## config.mk

```make
export PLATFORM = sky130hd
export DESIGN_NAME = fpci_top
export DESIGN_NICKNAME = d
export VERILOG_FILES = /design/src/fpci_pkg.sv /design/src/fpci_dec_if.sv /design/src/fpci_decode.sv /design/src/fpci_top.sv
export SDC_FILE = /design/constraint.sdc
export NUM_CORES = 1
export LEC_CHECK = 0
export ABC_AREA = 1
export BUFFER_PORTS_ARGS = -buffer_cell sky130_fd_sc_hd__buf_4
export CORE_ASPECT_RATIO = 1.5
export CORE_MARGIN = 3
export CORE_UTILIZATION = 47
export CTS_CLUSTER_SIZE = 12
export DETAILED_ROUTE_END_ITERATION = 6
export HOLD_SLACK_MARGIN = 0.12
export PLACE_DENSITY = 0.76
export RECOVER_POWER = 50
export SETUP_SLACK_MARGIN = 0.15
export SYNTH_ARGS = -nofsm -noshare
export SYNTH_HDL_FRONTEND = slang
export SYNTH_SLANG_ARGS = --single-unit
```

## constraint.sdc

```tcl
create_clock -name clock -period 3.94 [get_ports clock]
set_clock_uncertainty 0.05 [all_clocks]
set_input_delay 0.788 -clock clock [delete_from_list [all_inputs] [get_ports clock]]
set_output_delay 0.788 -clock clock [all_outputs]
set_load 0.02 [all_outputs]
```

## src/fpci_pkg.sv

```systemverilog
package fpci_pkg;

  // ----------------------------------------------------------------
  // coded addresses, compared on bits 13:0 only
  // ----------------------------------------------------------------
  localparam int          CODED_AW      = 14;
  localparam logic [13:0] ADDR_UNLOCK_A = 14'h1554;
  localparam logic [13:0] ADDR_UNLOCK_B = 14'h2AA8;
  localparam logic [13:0] ADDR_PROT_A   = 14'h2A54;
  localparam logic [13:0] ADDR_PROT_B   = 14'h15A8;
  localparam logic [1:0]  ODD_WORD_LSB  = 2'h2;

  // ----------------------------------------------------------------
  // command codes, low data byte
  // ----------------------------------------------------------------
  localparam logic [7:0] CMD_UNLOCK_1   = 8'hA8;
  localparam logic [7:0] CMD_UNLOCK_2   = 8'h54;
  localparam logic [7:0] CMD_READ_RESET = 8'hF0;
  localparam logic [7:0] CMD_PROGRAM    = 8'hA0;
  localparam logic [7:0] CMD_ERASE_EN   = 8'h80;
  localparam logic [7:0] CMD_BLK_ERASE  = 8'h30;
  localparam logic [7:0] CMD_CHIP_ERASE = 8'h10;
  localparam logic [7:0] CMD_SUSPEND    = 8'hB0;
  localparam logic [7:0] CMD_RESUME     = 8'h30;
  localparam logic [7:0] CMD_SET_PROT   = 8'hC0;
  localparam logic [7:0] CMD_READ_PROT  = 8'h90;
  localparam logic [7:0] CMD_BLK_UNPROT = 8'hC1;

  // ----------------------------------------------------------------
  // full-word codes and protection layout
  // ----------------------------------------------------------------
  localparam logic [15:0] DATA_CODE_PROT  = 16'h7FFF;
  localparam logic [15:0] DATA_CODE_UNPRT = 16'hFFFF;
  localparam logic [15:0] DATA_CODE_REPRT = 16'hFFFB;
  localparam logic [15:0] TRAP_OPCODE     = 16'h009B;
  localparam logic [15:0] PR_RESET        = 16'hFFFF;
  localparam int          PR_CODE_BIT     = 15;

  typedef enum logic [3:0] {
    ST_IDLE    = 4'h0,
    ST_UNL1    = 4'h1,
    ST_UNL2    = 4'h2,
    ST_PGM     = 4'h3,
    ST_ER1     = 4'h4,
    ST_ER2     = 4'h5,
    ST_ER3     = 4'h6,
    ST_BE_MORE = 4'h7,
    ST_PUNL1   = 4'h8,
    ST_PUNL2   = 4'h9,
    ST_SETPR   = 4'hA,
    ST_RDPR    = 4'hB,
    ST_BTU     = 4'hC
  } fpci_state_t;

endpackage

```

## src/fpci_dec_if.sv

```systemverilog
`timescale 1ns/100ps
`default_nettype none
interface fpci_dec_if #(parameter int AW = 24);
  logic [AW-1:0] addr;
  logic [15:0]   wdata;
  logic          a_unl_a;
  logic          a_unl_b;
  logic          a_prot_a;
  logic          a_prot_b;
  logic          odd_word;
  logic [7:0]    cmd;

  modport dec (input addr, input wdata, output a_unl_a, output a_unl_b,
               output a_prot_a, output a_prot_b, output odd_word, output cmd);
  modport seq (output addr, output wdata, input a_unl_a, input a_unl_b,
               input a_prot_a, input a_prot_b, input odd_word, input cmd);
endinterface
`default_nettype wire

```

## src/fpci_decode.sv

```systemverilog
`timescale 1ns/100ps
`default_nettype none
module fpci_decode
  import fpci_pkg::*;
(
  fpci_dec_if.dec d
);

  // address bits 14 and up are don't care for coded cycles
  assign d.a_unl_a  = (d.addr[CODED_AW-1:0] == ADDR_UNLOCK_A);
  assign d.a_unl_b  = (d.addr[CODED_AW-1:0] == ADDR_UNLOCK_B);
  assign d.a_prot_a = (d.addr[CODED_AW-1:0] == ADDR_PROT_A);
  assign d.a_prot_b = (d.addr[CODED_AW-1:0] == ADDR_PROT_B);
  // odd word address is 4n-2
  assign d.odd_word = (d.addr[1:0] == ODD_WORD_LSB);
  assign d.cmd      = d.wdata[7:0];

endmodule // fpci_decode
`default_nettype wire

```

## src/fpci_top.sv

```systemverilog
`timescale 1ns/100ps
`default_nettype none
module fpci_top
  import fpci_pkg::*;
#(
  parameter int AW = 24
) (
  // clock and reset
  input  wire logic          clock,
  input  wire logic          rst,
  // cpu access
  input  wire logic          wr_en,
  input  wire logic          rd_en,
  input  wire logic [AW-1:0] addr,
  input  wire logic [15:0]   wdata,
  input  wire logic          from_flash,
  output logic [15:0]        rdata_q,
  // flash array and controller
  input  wire logic [15:0]   array_rdata,
  input  wire logic [15:0]   pr_nv,
  input  wire logic          erase_busy,
  output logic               pgm_start_q,
  output logic [AW-1:0]      pgm_addr_q,
  output logic [15:0]        pgm_data_q,
  output logic               blk_erase_q,
  output logic               chip_erase_q,
  output logic               suspend_q,
  output logic               resume_q,
  output logic               abort_q,
  output logic               pr_write_q,
  output logic [15:0]        pr_wdata_q,
  output logic               wr_error_q,
  // protection and suspend state
  output logic               block_unprot_q,
  output logic               code_unprot_q,
  output logic               code_locked_q,
  output logic               suspended_q
);

  // ----------------------------------------------------------------
  // decode
  // ----------------------------------------------------------------
  fpci_dec_if #(.AW(AW)) dec ();
  assign dec.addr  = addr;
  assign dec.wdata = wdata;
  fpci_decode u_dec (.d(dec));

  fpci_state_t state_q;
  logic [15:0] pr_act_q;
  logic        cmd_wr;
  logic        is_rr;

  // flash-fetched writes are code protection toggles, never command cycles
  assign cmd_wr = wr_en && !from_flash;
  assign is_rr  = (dec.cmd == CMD_READ_RESET) && (state_q != ST_PGM);

  // ----------------------------------------------------------------
  // command sequencer
  // ----------------------------------------------------------------
  always_ff @(posedge clock) begin
    if (rst) begin
      state_q <= ST_IDLE;
    end else if (cmd_wr) begin
      if (is_rr) begin
        state_q <= ST_IDLE;
      end else begin
        state_q <= ST_IDLE;
        unique case (state_q)
          ST_IDLE: begin
            if (!erase_busy || suspended_q) begin
              if (dec.a_unl_a && dec.cmd == CMD_UNLOCK_1) state_q <= ST_UNL1;
              if (dec.a_prot_a && dec.cmd == CMD_UNLOCK_1) state_q <= ST_PUNL1;
            end
          end
          ST_UNL1:
            if (dec.a_unl_b && dec.cmd == CMD_UNLOCK_2) state_q <= ST_UNL2;
          ST_UNL2: begin
            if (dec.a_unl_a && dec.cmd == CMD_PROGRAM) state_q <= ST_PGM;
            if (dec.a_unl_a && dec.cmd == CMD_ERASE_EN && !suspended_q) state_q <= ST_ER1;
          end
          ST_PGM: state_q <= ST_IDLE;
          ST_ER1:
            if (dec.a_unl_a && dec.cmd == CMD_UNLOCK_1) state_q <= ST_ER2;
          ST_ER2:
            if (dec.a_unl_b && dec.cmd == CMD_UNLOCK_2) state_q <= ST_ER3;
          ST_ER3, ST_BE_MORE:
            if (dec.cmd == CMD_BLK_ERASE) state_q <= ST_BE_MORE;
          ST_PUNL1:
            if (dec.a_prot_b && dec.cmd == CMD_UNLOCK_2) state_q <= ST_PUNL2;
          ST_PUNL2: begin
            if (dec.a_prot_a && dec.cmd == CMD_SET_PROT) state_q <= ST_SETPR;
            if (dec.a_prot_a && dec.cmd == CMD_READ_PROT) state_q <= ST_RDPR;
            if (dec.a_prot_a && dec.cmd == CMD_BLK_UNPROT) state_q <= ST_BTU;
          end
          ST_SETPR, ST_RDPR, ST_BTU: state_q <= ST_IDLE;
          default: state_q <= ST_IDLE;
        endcase
      end
    end
  end

  // ----------------------------------------------------------------
  // erase and program strobes
  // ----------------------------------------------------------------
  always_ff @(posedge clock) begin
    if (rst) begin
      pgm_start_q  <= 1'b0;
      pgm_addr_q   <= '0;
      pgm_data_q   <= 16'h0000;
      blk_erase_q  <= 1'b0;
      chip_erase_q <= 1'b0;
      suspend_q    <= 1'b0;
      resume_q     <= 1'b0;
      abort_q      <= 1'b0;
    end else begin
      pgm_start_q  <= cmd_wr && state_q == ST_PGM;
      blk_erase_q  <= cmd_wr && !is_rr && dec.cmd == CMD_BLK_ERASE &&
                      (state_q == ST_ER3 || state_q == ST_BE_MORE);
      chip_erase_q <= cmd_wr && !is_rr && state_q == ST_ER3 && dec.a_unl_a &&
                      dec.cmd == CMD_CHIP_ERASE;
      // suspend also ends a block erase time-out, so the sequencer state is not looked at
      suspend_q    <= cmd_wr && erase_busy && !suspended_q &&
                      dec.cmd == CMD_SUSPEND;
      resume_q     <= cmd_wr && state_q == ST_IDLE && suspended_q &&
                      dec.cmd == CMD_RESUME;
      // read/reset during a running or suspended erase kills it for good
      abort_q      <= cmd_wr && is_rr && (erase_busy || suspended_q);
      if (cmd_wr && state_q == ST_PGM) begin
        pgm_addr_q <= addr;
        pgm_data_q <= wdata;
      end
    end
  end

  always_ff @(posedge clock) begin
    if (rst) begin
      suspended_q <= 1'b0;
    end else if (cmd_wr && is_rr) begin
      suspended_q <= 1'b0;
    end else if (cmd_wr && erase_busy && dec.cmd == CMD_SUSPEND) begin
      suspended_q <= 1'b1;
    end else if (cmd_wr && state_q == ST_IDLE && suspended_q && dec.cmd == CMD_RESUME) begin
      suspended_q <= 1'b0;
    end
  end

  // ----------------------------------------------------------------
  // protection register
  // ----------------------------------------------------------------
  // the active copy only follows the stored word at reset
  always_ff @(posedge clock) begin
    if (rst) begin
      pr_act_q <= pr_nv;
    end
  end

  always_ff @(posedge clock) begin
    if (rst) begin
      pr_write_q <= 1'b0;
      pr_wdata_q <= PR_RESET;
      wr_error_q <= 1'b0;
    end else begin
      pr_write_q <= 1'b0;
      wr_error_q <= 1'b0;
      if (cmd_wr && state_q == ST_SETPR && dec.odd_word) begin
        if ((wdata & ~pr_act_q) != 16'h0000) begin
          wr_error_q <= 1'b1;
        end else begin
          pr_write_q <= 1'b1;
          pr_wdata_q <= wdata & pr_act_q;
        end
      end
    end
  end

  always_ff @(posedge clock) begin
    if (rst) begin
      block_unprot_q <= 1'b0;
    end else if (cmd_wr && is_rr && state_q == ST_BTU) begin
      block_unprot_q <= 1'b1;
    end
  end

  always_ff @(posedge clock) begin
    if (rst) begin
      code_unprot_q <= 1'b0;
    end else if (wr_en && from_flash && wdata == DATA_CODE_UNPRT) begin
      code_unprot_q <= 1'b1;
    end else if (wr_en && from_flash && wdata == DATA_CODE_REPRT) begin
      code_unprot_q <= 1'b0;
    end
  end

  always_ff @(posedge clock) begin
    if (rst) begin
      code_locked_q <= 1'b0;
    end else begin
      code_locked_q <= !pr_act_q[PR_CODE_BIT] && !code_unprot_q;
    end
  end

  // ----------------------------------------------------------------
  // read path
  // ----------------------------------------------------------------
  always_ff @(posedge clock) begin
    if (rst) begin
      rdata_q <= 16'h0000;
    end else if (rd_en) begin
      if (state_q == ST_RDPR && dec.odd_word) begin
        rdata_q <= pr_act_q;
      end else if (!pr_act_q[PR_CODE_BIT] && !code_unprot_q && !from_flash) begin
        rdata_q <= TRAP_OPCODE;
      end else begin
        rdata_q <= array_rdata;
      end
    end
  end

  // ----------------------------------------------------------------
  // checks
  // ----------------------------------------------------------------
  status_read_a: assert property (@(posedge clock) disable iff (rst)
    rd_en && state_q == ST_RDPR && dec.odd_word |=> rdata_q == $past(pr_act_q))
    else $error("status read did not return protection word");

  code_trap_a: assert property (@(posedge clock) disable iff (rst)
    rd_en && !from_flash && state_q != ST_RDPR && !pr_act_q[PR_CODE_BIT] && !code_unprot_q
    |=> rdata_q == TRAP_OPCODE)
    else $error("protected read did not trap");

  pr_frozen_a: assert property (@(posedge clock) disable iff (rst)
    $stable(pr_act_q))
    else $error("active protection changed without reset");

  set_error_a: assert property (@(posedge clock) disable iff (rst)
    cmd_wr && state_q == ST_SETPR && dec.odd_word && |(wdata & ~pr_act_q)
    |=> wr_error_q && !pr_write_q)
    else $error("raising a cleared bit not flagged");

  pr_no_raise_a: assert property (@(posedge clock) disable iff (rst)
    pr_write_q |-> (pr_wdata_q & ~pr_act_q) == 16'h0000)
    else $error("protection write raises a cleared bit");

  code_unprot_a: assert property (@(posedge clock) disable iff (rst)
    wr_en && from_flash && wdata == DATA_CODE_UNPRT |=> code_unprot_q ##1 !code_locked_q)
    else $error("code unprotect not taken");

  code_reprot_a: assert property (@(posedge clock) disable iff (rst)
    wr_en && from_flash && wdata == DATA_CODE_REPRT |=> !code_unprot_q)
    else $error("code reprotect not taken");

  read_reset_a: assert property (@(posedge clock) disable iff (rst)
    cmd_wr && is_rr |=> state_q == ST_IDLE)
    else $error("read reset did not return to idle");

  btu_set_a: assert property (@(posedge clock) disable iff (rst)
    cmd_wr && is_rr && state_q == ST_BTU |=> block_unprot_q)
    else $error("block unprotect not set");

  suspend_a: assert property (@(posedge clock) disable iff (rst)
    suspend_q |-> suspended_q && !$past(suspended_q))
    else $error("suspend strobe without state change");

  resume_a: assert property (@(posedge clock) disable iff (rst)
    resume_q |-> !suspended_q && $past(suspended_q))
    else $error("resume strobe without state change");

  abort_seq_a: assert property (@(posedge clock) disable iff (rst)
    cmd_wr && !is_rr && state_q == ST_UNL1 && !(dec.a_unl_b && dec.cmd == CMD_UNLOCK_2)
    |=> state_q == ST_IDLE && !pgm_start_q)
    else $error("broken sequence not aborted");

  suspend_take_a: assert property (@(posedge clock) disable iff (rst)
    cmd_wr && erase_busy && !suspended_q && dec.cmd == CMD_SUSPEND |=> suspend_q && suspended_q)
    else $error("suspend during erase not taken");

  block_hold_a: assert property (@(posedge clock) disable iff (rst)
    $past(block_unprot_q) |-> block_unprot_q)
    else $error("block unprotection dropped without reset");

endmodule // fpci_top
`default_nettype wire

```

==> impl_metrics.yaml, run 1 <==
worst_setup_path:
  regToRegEndpoint: "pgm_data_q[7]$_SDFFE_PP0P_"
  cp.required_ps: 4110
  startpoint: "from_flash"
  crit_arrival_ps: 2530
  cp-end-kind: "register"
  rr_worst_depth: 5
  r2r_start: "state_q[2]$_SDFFE_PP0P_"
  worst_setup_path_start_kind: "input port"
  path_class: "in -> reg"
  crit_fanout: 52
  reg2reg_setup_slack_ps: 1650
  crit_end: "pgm_data_q[7]$_SDFFE_PP0P_"
timing:
  hold_viol: 0
  drv_slew: 0
  max_freq_ghz: 0.424
  final.setup.tns_ps: 0
  slew_headroom: 0.501
  grt_setup_unrepaired: "no"
  setup_viol: 0
  fin_crit_sh: 0.599
  worst_slack_ps: 1580
  tightest_slew_ps: 748
  fin_crit_ps: 2360
power:
  finalPower_mw: 2.23
  p_leak_nw: 2.52
  p_per_area_nw_per_um2: 373
  irDropWorstVdd_mv: 0.213
finish:
  area_delta_synth_final_pct: 26.3
  regArea_um2: 2240
  fin_util: 0.614
  multi_input_area_um2: 1910
  drive_gt1_frac: 0.183
  final_common_cell: "inv_1"
  final_cell_mix: "inv_1, dfxtp_1, buf_4"
  layout.nets: 849
  num_antenna_cells: 0
  fill_cells: 933
route:
  drt-total-wl_um: 14400
  wl_per_cell_um: 16.2
  ant_nets: 0
  vias: 4737
  via_per_inst: 5.32
  drt_iter0_drc: 283
  dr.pass1.iters: 5
  drcViolationCount: 0
clock_network:
  clk_pin_slew_ps: 70
  ctsLongestPathBuffers: 2
  htree_num_levels: 3
  cts_buffers: 9
  cts_setup_buffers: 0
  clk_latency_ps: 340
  cts_resized: 0
  postCtsHoldBufs: 0
  cts_tree: "built"
  cts.sinks: 104
  root_buffer: "clkbuf_16"
placed_design:
  dp_slack_ps: 1260
  place_congestion: 0.912
  dp_hpwl_um: 11100
  numPortBuffers: 161
logic_synthesis:
  netlist_area_um2: 4740
  avgSynthCellArea_um2: 7.59
  syn_nets: 702
  ys_types: 32
  yosysSeqAreaShare: 0.473
  synth_seq_cells: 104
  syn_inst: 624
  yosys_warnings: 0
grt:
  grt_max_degree: 53
  grt_pass1_wl_um: 22600
  grt_pass1_vias: 4618
  track_usage: 0.257
  grt-ovfl-total: 0
  antenna_found_initial: 0
job:
  maxCapViolCount: 0
floorplan:
  ioPinCount: 162
  num_rows: 44
  die_y_um: 129
  start_util: 0.486
  die-area_um2: 11300
  core_um2: 9740
  die_w_um: 88.0
run_status:
  status: "finished, final reports clean"
hold_path:
  min_path_type: "reg -> reg"
## stage by stage
stage          instances  hold WS (ps)  area [µm²]
2_1_floorplan        624           433        4740
3_3_place_gp         875           383        5950
3_5_place_dp         875           388        5950
4_1_cts              891           399        6240
5_1_grt              891           414        5980
6_report             891           394        5980
## worst max-delay path, cell delays in order
cell and delay [ps]:
buf_4 120, inv_1 60, nand2_2 150, inv_1 150
nand3_2 400, buf_4 450, o21ai_0 310, a21oi_1 70
## power by group
part / switching, mW / internal, mW
registers: 0.0187 / 1.10
clock network: 0.417 / 0.475
logic: 0.126 / 0.0903
## worst min-delay path by stage
stage	start	endpoint	cells after the start
floorplan	state_q[3]$_SDFFE_PP0P_	state_q[3]$_SDFFE_PP0P_	2
global placement	pgm_addr_q[2]$_SDFFE_PP0P_	pgm_addr_q[2]$_SDFFE_PP0P_	2
detailed placement	pgm_addr_q[13]$_SDFFE_PP0P_	pgm_addr_q[13]$_SDFFE_PP0P_	2
CTS	pgm_addr_q[7]$_SDFFE_PP0P_	pgm_addr_q[7]$_SDFFE_PP0P_	2
global route	pgm_addr_q[13]$_SDFFE_PP0P_	pgm_addr_q[13]$_SDFFE_PP0P_	2
finish	pgm_addr_q[7]$_SDFFE_PP0P_	pgm_addr_q[7]$_SDFFE_PP0P_	2
## layer usage
metal  share of wire  vias to the layer above  track usage
li1                -                     2344            -
met1            0.36                     2184        0.284
met2            0.55                      169        0.462
met3           0.059                       40       0.0602
met4           0.033                        0        0.111
met5               0                        -            0
## flip-flops by register name (all words and copies together) (netlist names), 4 cells and up
| signal | count |
|---|---|
| pgm_addr_q | 24 |
| pgm_data_q | 16 |
| pr_act_q | 16 |
| pr_wdata_q | 16 |
| rdata_q | 16 |
| state_q | 4 |
## cell usage after synthesis (all sizes together)
| cell | instances | area share |
|---|---|---|
| buf | 9 | 0.016 |
| nor2 | 65 | 0.053 |
| dfxtp | 88 | 0.37 |
| nand3 | 53 | 0.067 |
| o21ai | 63 | 0.067 |
| o211ai | 16 | 0.025 |
| nor3 | 12 | 0.017 |
| and3 | 1 | 0.0013 |
| nor4 | 3 | 0.0071 |
| a2111oi | 1 | 0.0018 |
| edfxtp | 16 | 0.10 |
| and2 | 1 | 0.0013 |
| o22ai | 8 | 0.011 |
| o21a | 1 | 0.0016 |
| nand4 | 13 | 0.017 |
| inv | 111 | 0.088 |
| clkbuf | 18 | 0.018 |
| a21oi | 63 | 0.067 |
| nand2 | 82 | 0.068 |
## layout make-up
| class | count | area share |
|---|---|---|
| Clock inverter | 6 | 0.00794 |
| Clock buffer | 10 | 0.0418 |
| Tap cell | 115 | 0.0240 |
| Timing Repair Buffer | 163 | 0.162 |
| Sequential cell | 104 | 0.375 |
| Multi-Input combinational cell | 382 | 0.320 |
| Inverter | 111 | 0.0700 |
## cell families (layout without fill, tap and decap cells)
group,after synthesis,count (layout),share of synthesized area
DFF,104,104,0.473
buffers and inverters,138,290,0.123
AOI/OAI and AO/OA,152,152,0.172
and+or+nand+nor,230,230,0.231
Power figures use the tool's default switching activity.
==> inputs of run 2 (changes only) <==
- ABC_AREA: 1 -> 0
- clock period: 3.94 -> 2.2 ns (I/O delays scaled with it)
==> run 2 against run 1 <==
  * Sequential share of layout area is 0.25 points higher
  * First-iteration DRC count is 31% higher
  * Synthesized cell count is 17% lower
  * Area after synthesis is 5.9% lower
  * Via count is 2.5% lower
  * Global-route usage is 1.1 points higher
  * Sequential power is 80% higher
  * Flip-flop and latch count stayed put
  * Critical endpoint is now blk_erase_q$_SDFF_PP0_
  * Largest cell class unchanged
  * Highest routed layer unchanged
==> impl_metrics.yaml, run 2 <==
clock_network:
  clk_latency_ps: 340
  clk_pin_slew_ps: 70
  htree_num_levels: 3
  ctsLongestPathBuffers: 2
  cts_setup_buffers: 0
  cts.sinks: 104
  root_buffer: "clkbuf_16"
  cts_tree: "built"
  cts_buffers: 9
worst_setup_path:
  rr_worst_depth: 6
  crit_arrival_ps: 2000
  crit_fanout: 5
  r2r_start: "pr_act_q[1]$_DFFE_PP_"
  cp.required_ps: 2320
  startpoint: "wdata[0]"
  worst_setup_path_start_kind: "input port"
  reg2reg_setup_slack_ps: 330
  path_class: "in -> reg"
  cp-end-kind: "register"
  regToRegEndpoint: "pr_wdata_q[11]$_SDFFE_PP1P_"
hold_path:
  min_from: "pr_nv[10]"
  whs_path_depth: 1
  min_to: "pr_act_q[10]$_DFFE_PP_"
  min_path_type: "in -> reg"
finish:
  post-route-cell-area_um2: 5940
  layout.nets: 758
  fin_util: 0.658
  drive_gt1_frac: 0.219
  regMostFlops: "pgm_addr_q"
  fill_cells: 845
  final_cells: 795
  regArea_um2: 2240
  final_cell_mix: "buf_4, nand2_1, dfxtp_1"
  final_common_cell: "buf_4"
  multi_input_area_um2: 2050
  num_antenna_cells: 0
  area_delta_synth_final_pct: 33.4
  largest_reg_flops: 24
timing:
  drv_slew: 0
  fin_crit_ps: 1870
  setup_viol: 0
  fin_crit_sh: 0.852
  grt_setup_unrepaired: "no"
  tightest_slew_ps: 925
  whs_ps: 239
  hold_viol: 0
  max_freq_ghz: 0.534
  slew_headroom: 0.383
  final.setup.tns_ps: 0
power:
  seqPwrFrac: 0.507
  power.switching_uw: 945
  switching_share: 0.237
  p_per_area_nw_per_um2: 670
  p_clk_frac: 0.401
  internal_power_mw: 3.04
  pwr-share-comb: 0.092
  p_leak_nw: 2.18
  irDropWorstVdd_mv: 0.560
grt:
  grt-ovfl-total: 0
  grt_pass1_vias: 4442
  antenna_found_initial: 0
  grt_max_degree: 41
  grt_pass1_wl_um: 22800
  track_usage: 0.268
logic_synthesis:
  netlist_area_um2: 4460
  synth_compound_area_frac: 0.149
  yosys-top-cells-area: "dfxtp_1, edfxtp_1, nand2_1"
  avgSynthCellArea_um2: 8.64
  yosys_warnings: 0
  ys_types: 52
  synth-simple-area-share: 0.301
  syn_nets: 594
  yosysSeqAreaShare: 0.503
  synthMuxAreaShare: 0.00225
  synth_top_flop_cell: "dfxtp_1"
  ys_top_cells_by_count: "nand2_1, dfxtp_1, a21oi_1"
  synth.top_cell.area_share: 0.395
  synth_seq_cells: 104
  syn_inst: 516
  async_flop_share: 0
  synthXorXnorAreaFrac: 0.00197
  synth-adder-area-share: 0
  synth_most_common_cell: "nand2_1"
  yosys.area.top_type: "dfxtp_1"
  synth_edf_count: 16
  synth_top_family_by_area: "simple AND/OR/NAND/NOR gates"
floorplan:
  die_y_um: 125
  die-area_um2: 10700
  num_rows: 42
  core_um2: 9040
  die_w_um: 85.5
  start_util: 0.493
  ioPinCount: 162
route:
  drt-total-wl_um: 14400
  dr.pass1.iters: 5
  vias: 4618
  via_per_inst: 5.81
  drcViolationCount: 0
  ant_nets: 0
  drt_iter0_drc: 372
  wl_per_cell_um: 18.1
placed_design:
  numPortBuffers: 161
  post_dp_cell_area_um2: 5900
  place_congestion: 0.919
  dp_hpwl_um: 11100
  place_inst: 779
run_status:
  status: "finished, final reports clean"
job:
  maxCapViolCount: 0
==> run 2: cell count changes in the layout (fill, tap and decap cells not counted), sizes merged, moves of 15 or more <==
cell / before / now
inv: 114 / 9
nand3: 53 / 30
nand4: 13 / 28
nor2: 65 / 26
nand2b: 0 / 15
o21ai: 63 / 19
nand2: 82 / 103
buf: 79 / 106
==> run 2: worst max path at each step <==
stage / endpoint / slack (ps) / depth (start not counted)
4_1_cts: rdata_q[5]$_SDFFE_PP0P_ / 290 / 5
3_5_place_dp: blk_erase_q$_SDFF_PP0_ / -2 / 5
5_1_grt: state_q[0]$_SDFFE_PP0P_ / 190 / 7
3_3_place_gp: blk_erase_q$_SDFF_PP0_ / -90 / 5
6_report: blk_erase_q$_SDFF_PP0_ / 330 / 5
2_1_floorplan: state_q[0]$_SDFFE_PP0P_ / 130 / 7
==> run 2: routing by layer <==
layer  share of wire  routed length, µm  track usage
met5               0                  0            0
met2            0.50               7200        0.441
met1            0.40               5820        0.343
met4           0.021                298       0.0867
met3           0.076               1100       0.0658
==> run 2: timing repair <==
item	4_1_cts	5_1_grt
hold buffers	0	0
resized for setup	0	2
endpoints found under the setup margin	0	12
==> run 2: cell type report <==
| class | count | share of cell area |
|---|---|---|
| multi-input cells | 365 | 0.345 |
| clock buffers | 9 | 0.0379 |
| repair buffers | 193 | 0.199 |
| flip-flops and latches | 104 | 0.377 |
| well taps | 110 | 0.0232 |
| clock inverters | 7 | 0.0130 |
| inverters | 7 | 0.00442 |
==> run 2: power by group through the flow <==
stage,combinational [mW],clock (mW),sequential (mW)
CTS,0.382,1.63,2.02
global placement,0.376,0,2.06
global route,0.394,1.72,2.02
detailed placement,0.381,0,2.06
finish,0.367,1.60,2.02
floorplan,0.136,0,2.07
==> run 2: worst max-delay path, cell delays in order <==
cell	delay (ps)
buf_4	130
or4_4	560
buf_4	190
a2111oi_0	540
nor4_1	140
==> run 2: through the flow <==
| stage | total power [mW] | setup WS (ps) |
|---|---|---|
| after global placement | 2.44 | -93.0 |
| final | 3.98 | 327 |
| after floorplan | 2.21 | 127 |
| after global routing | 4.14 | 186 |
| after detailed placement | 2.44 | -1.90 |
| after CTS | 4.02 | 287 |
==> run 2: cells by family (layout without fill, tap and decap cells) <==
logic type | after synthesis | in the layout
buffers and inverters | 47 | 216
muxes | 1 | 1
DFF | 104 | 104
xor gates and xnor gates | 1 | 1
and+or+nand+nor | 260 | 260
AOI/OAI and AO/OA | 103 | 103
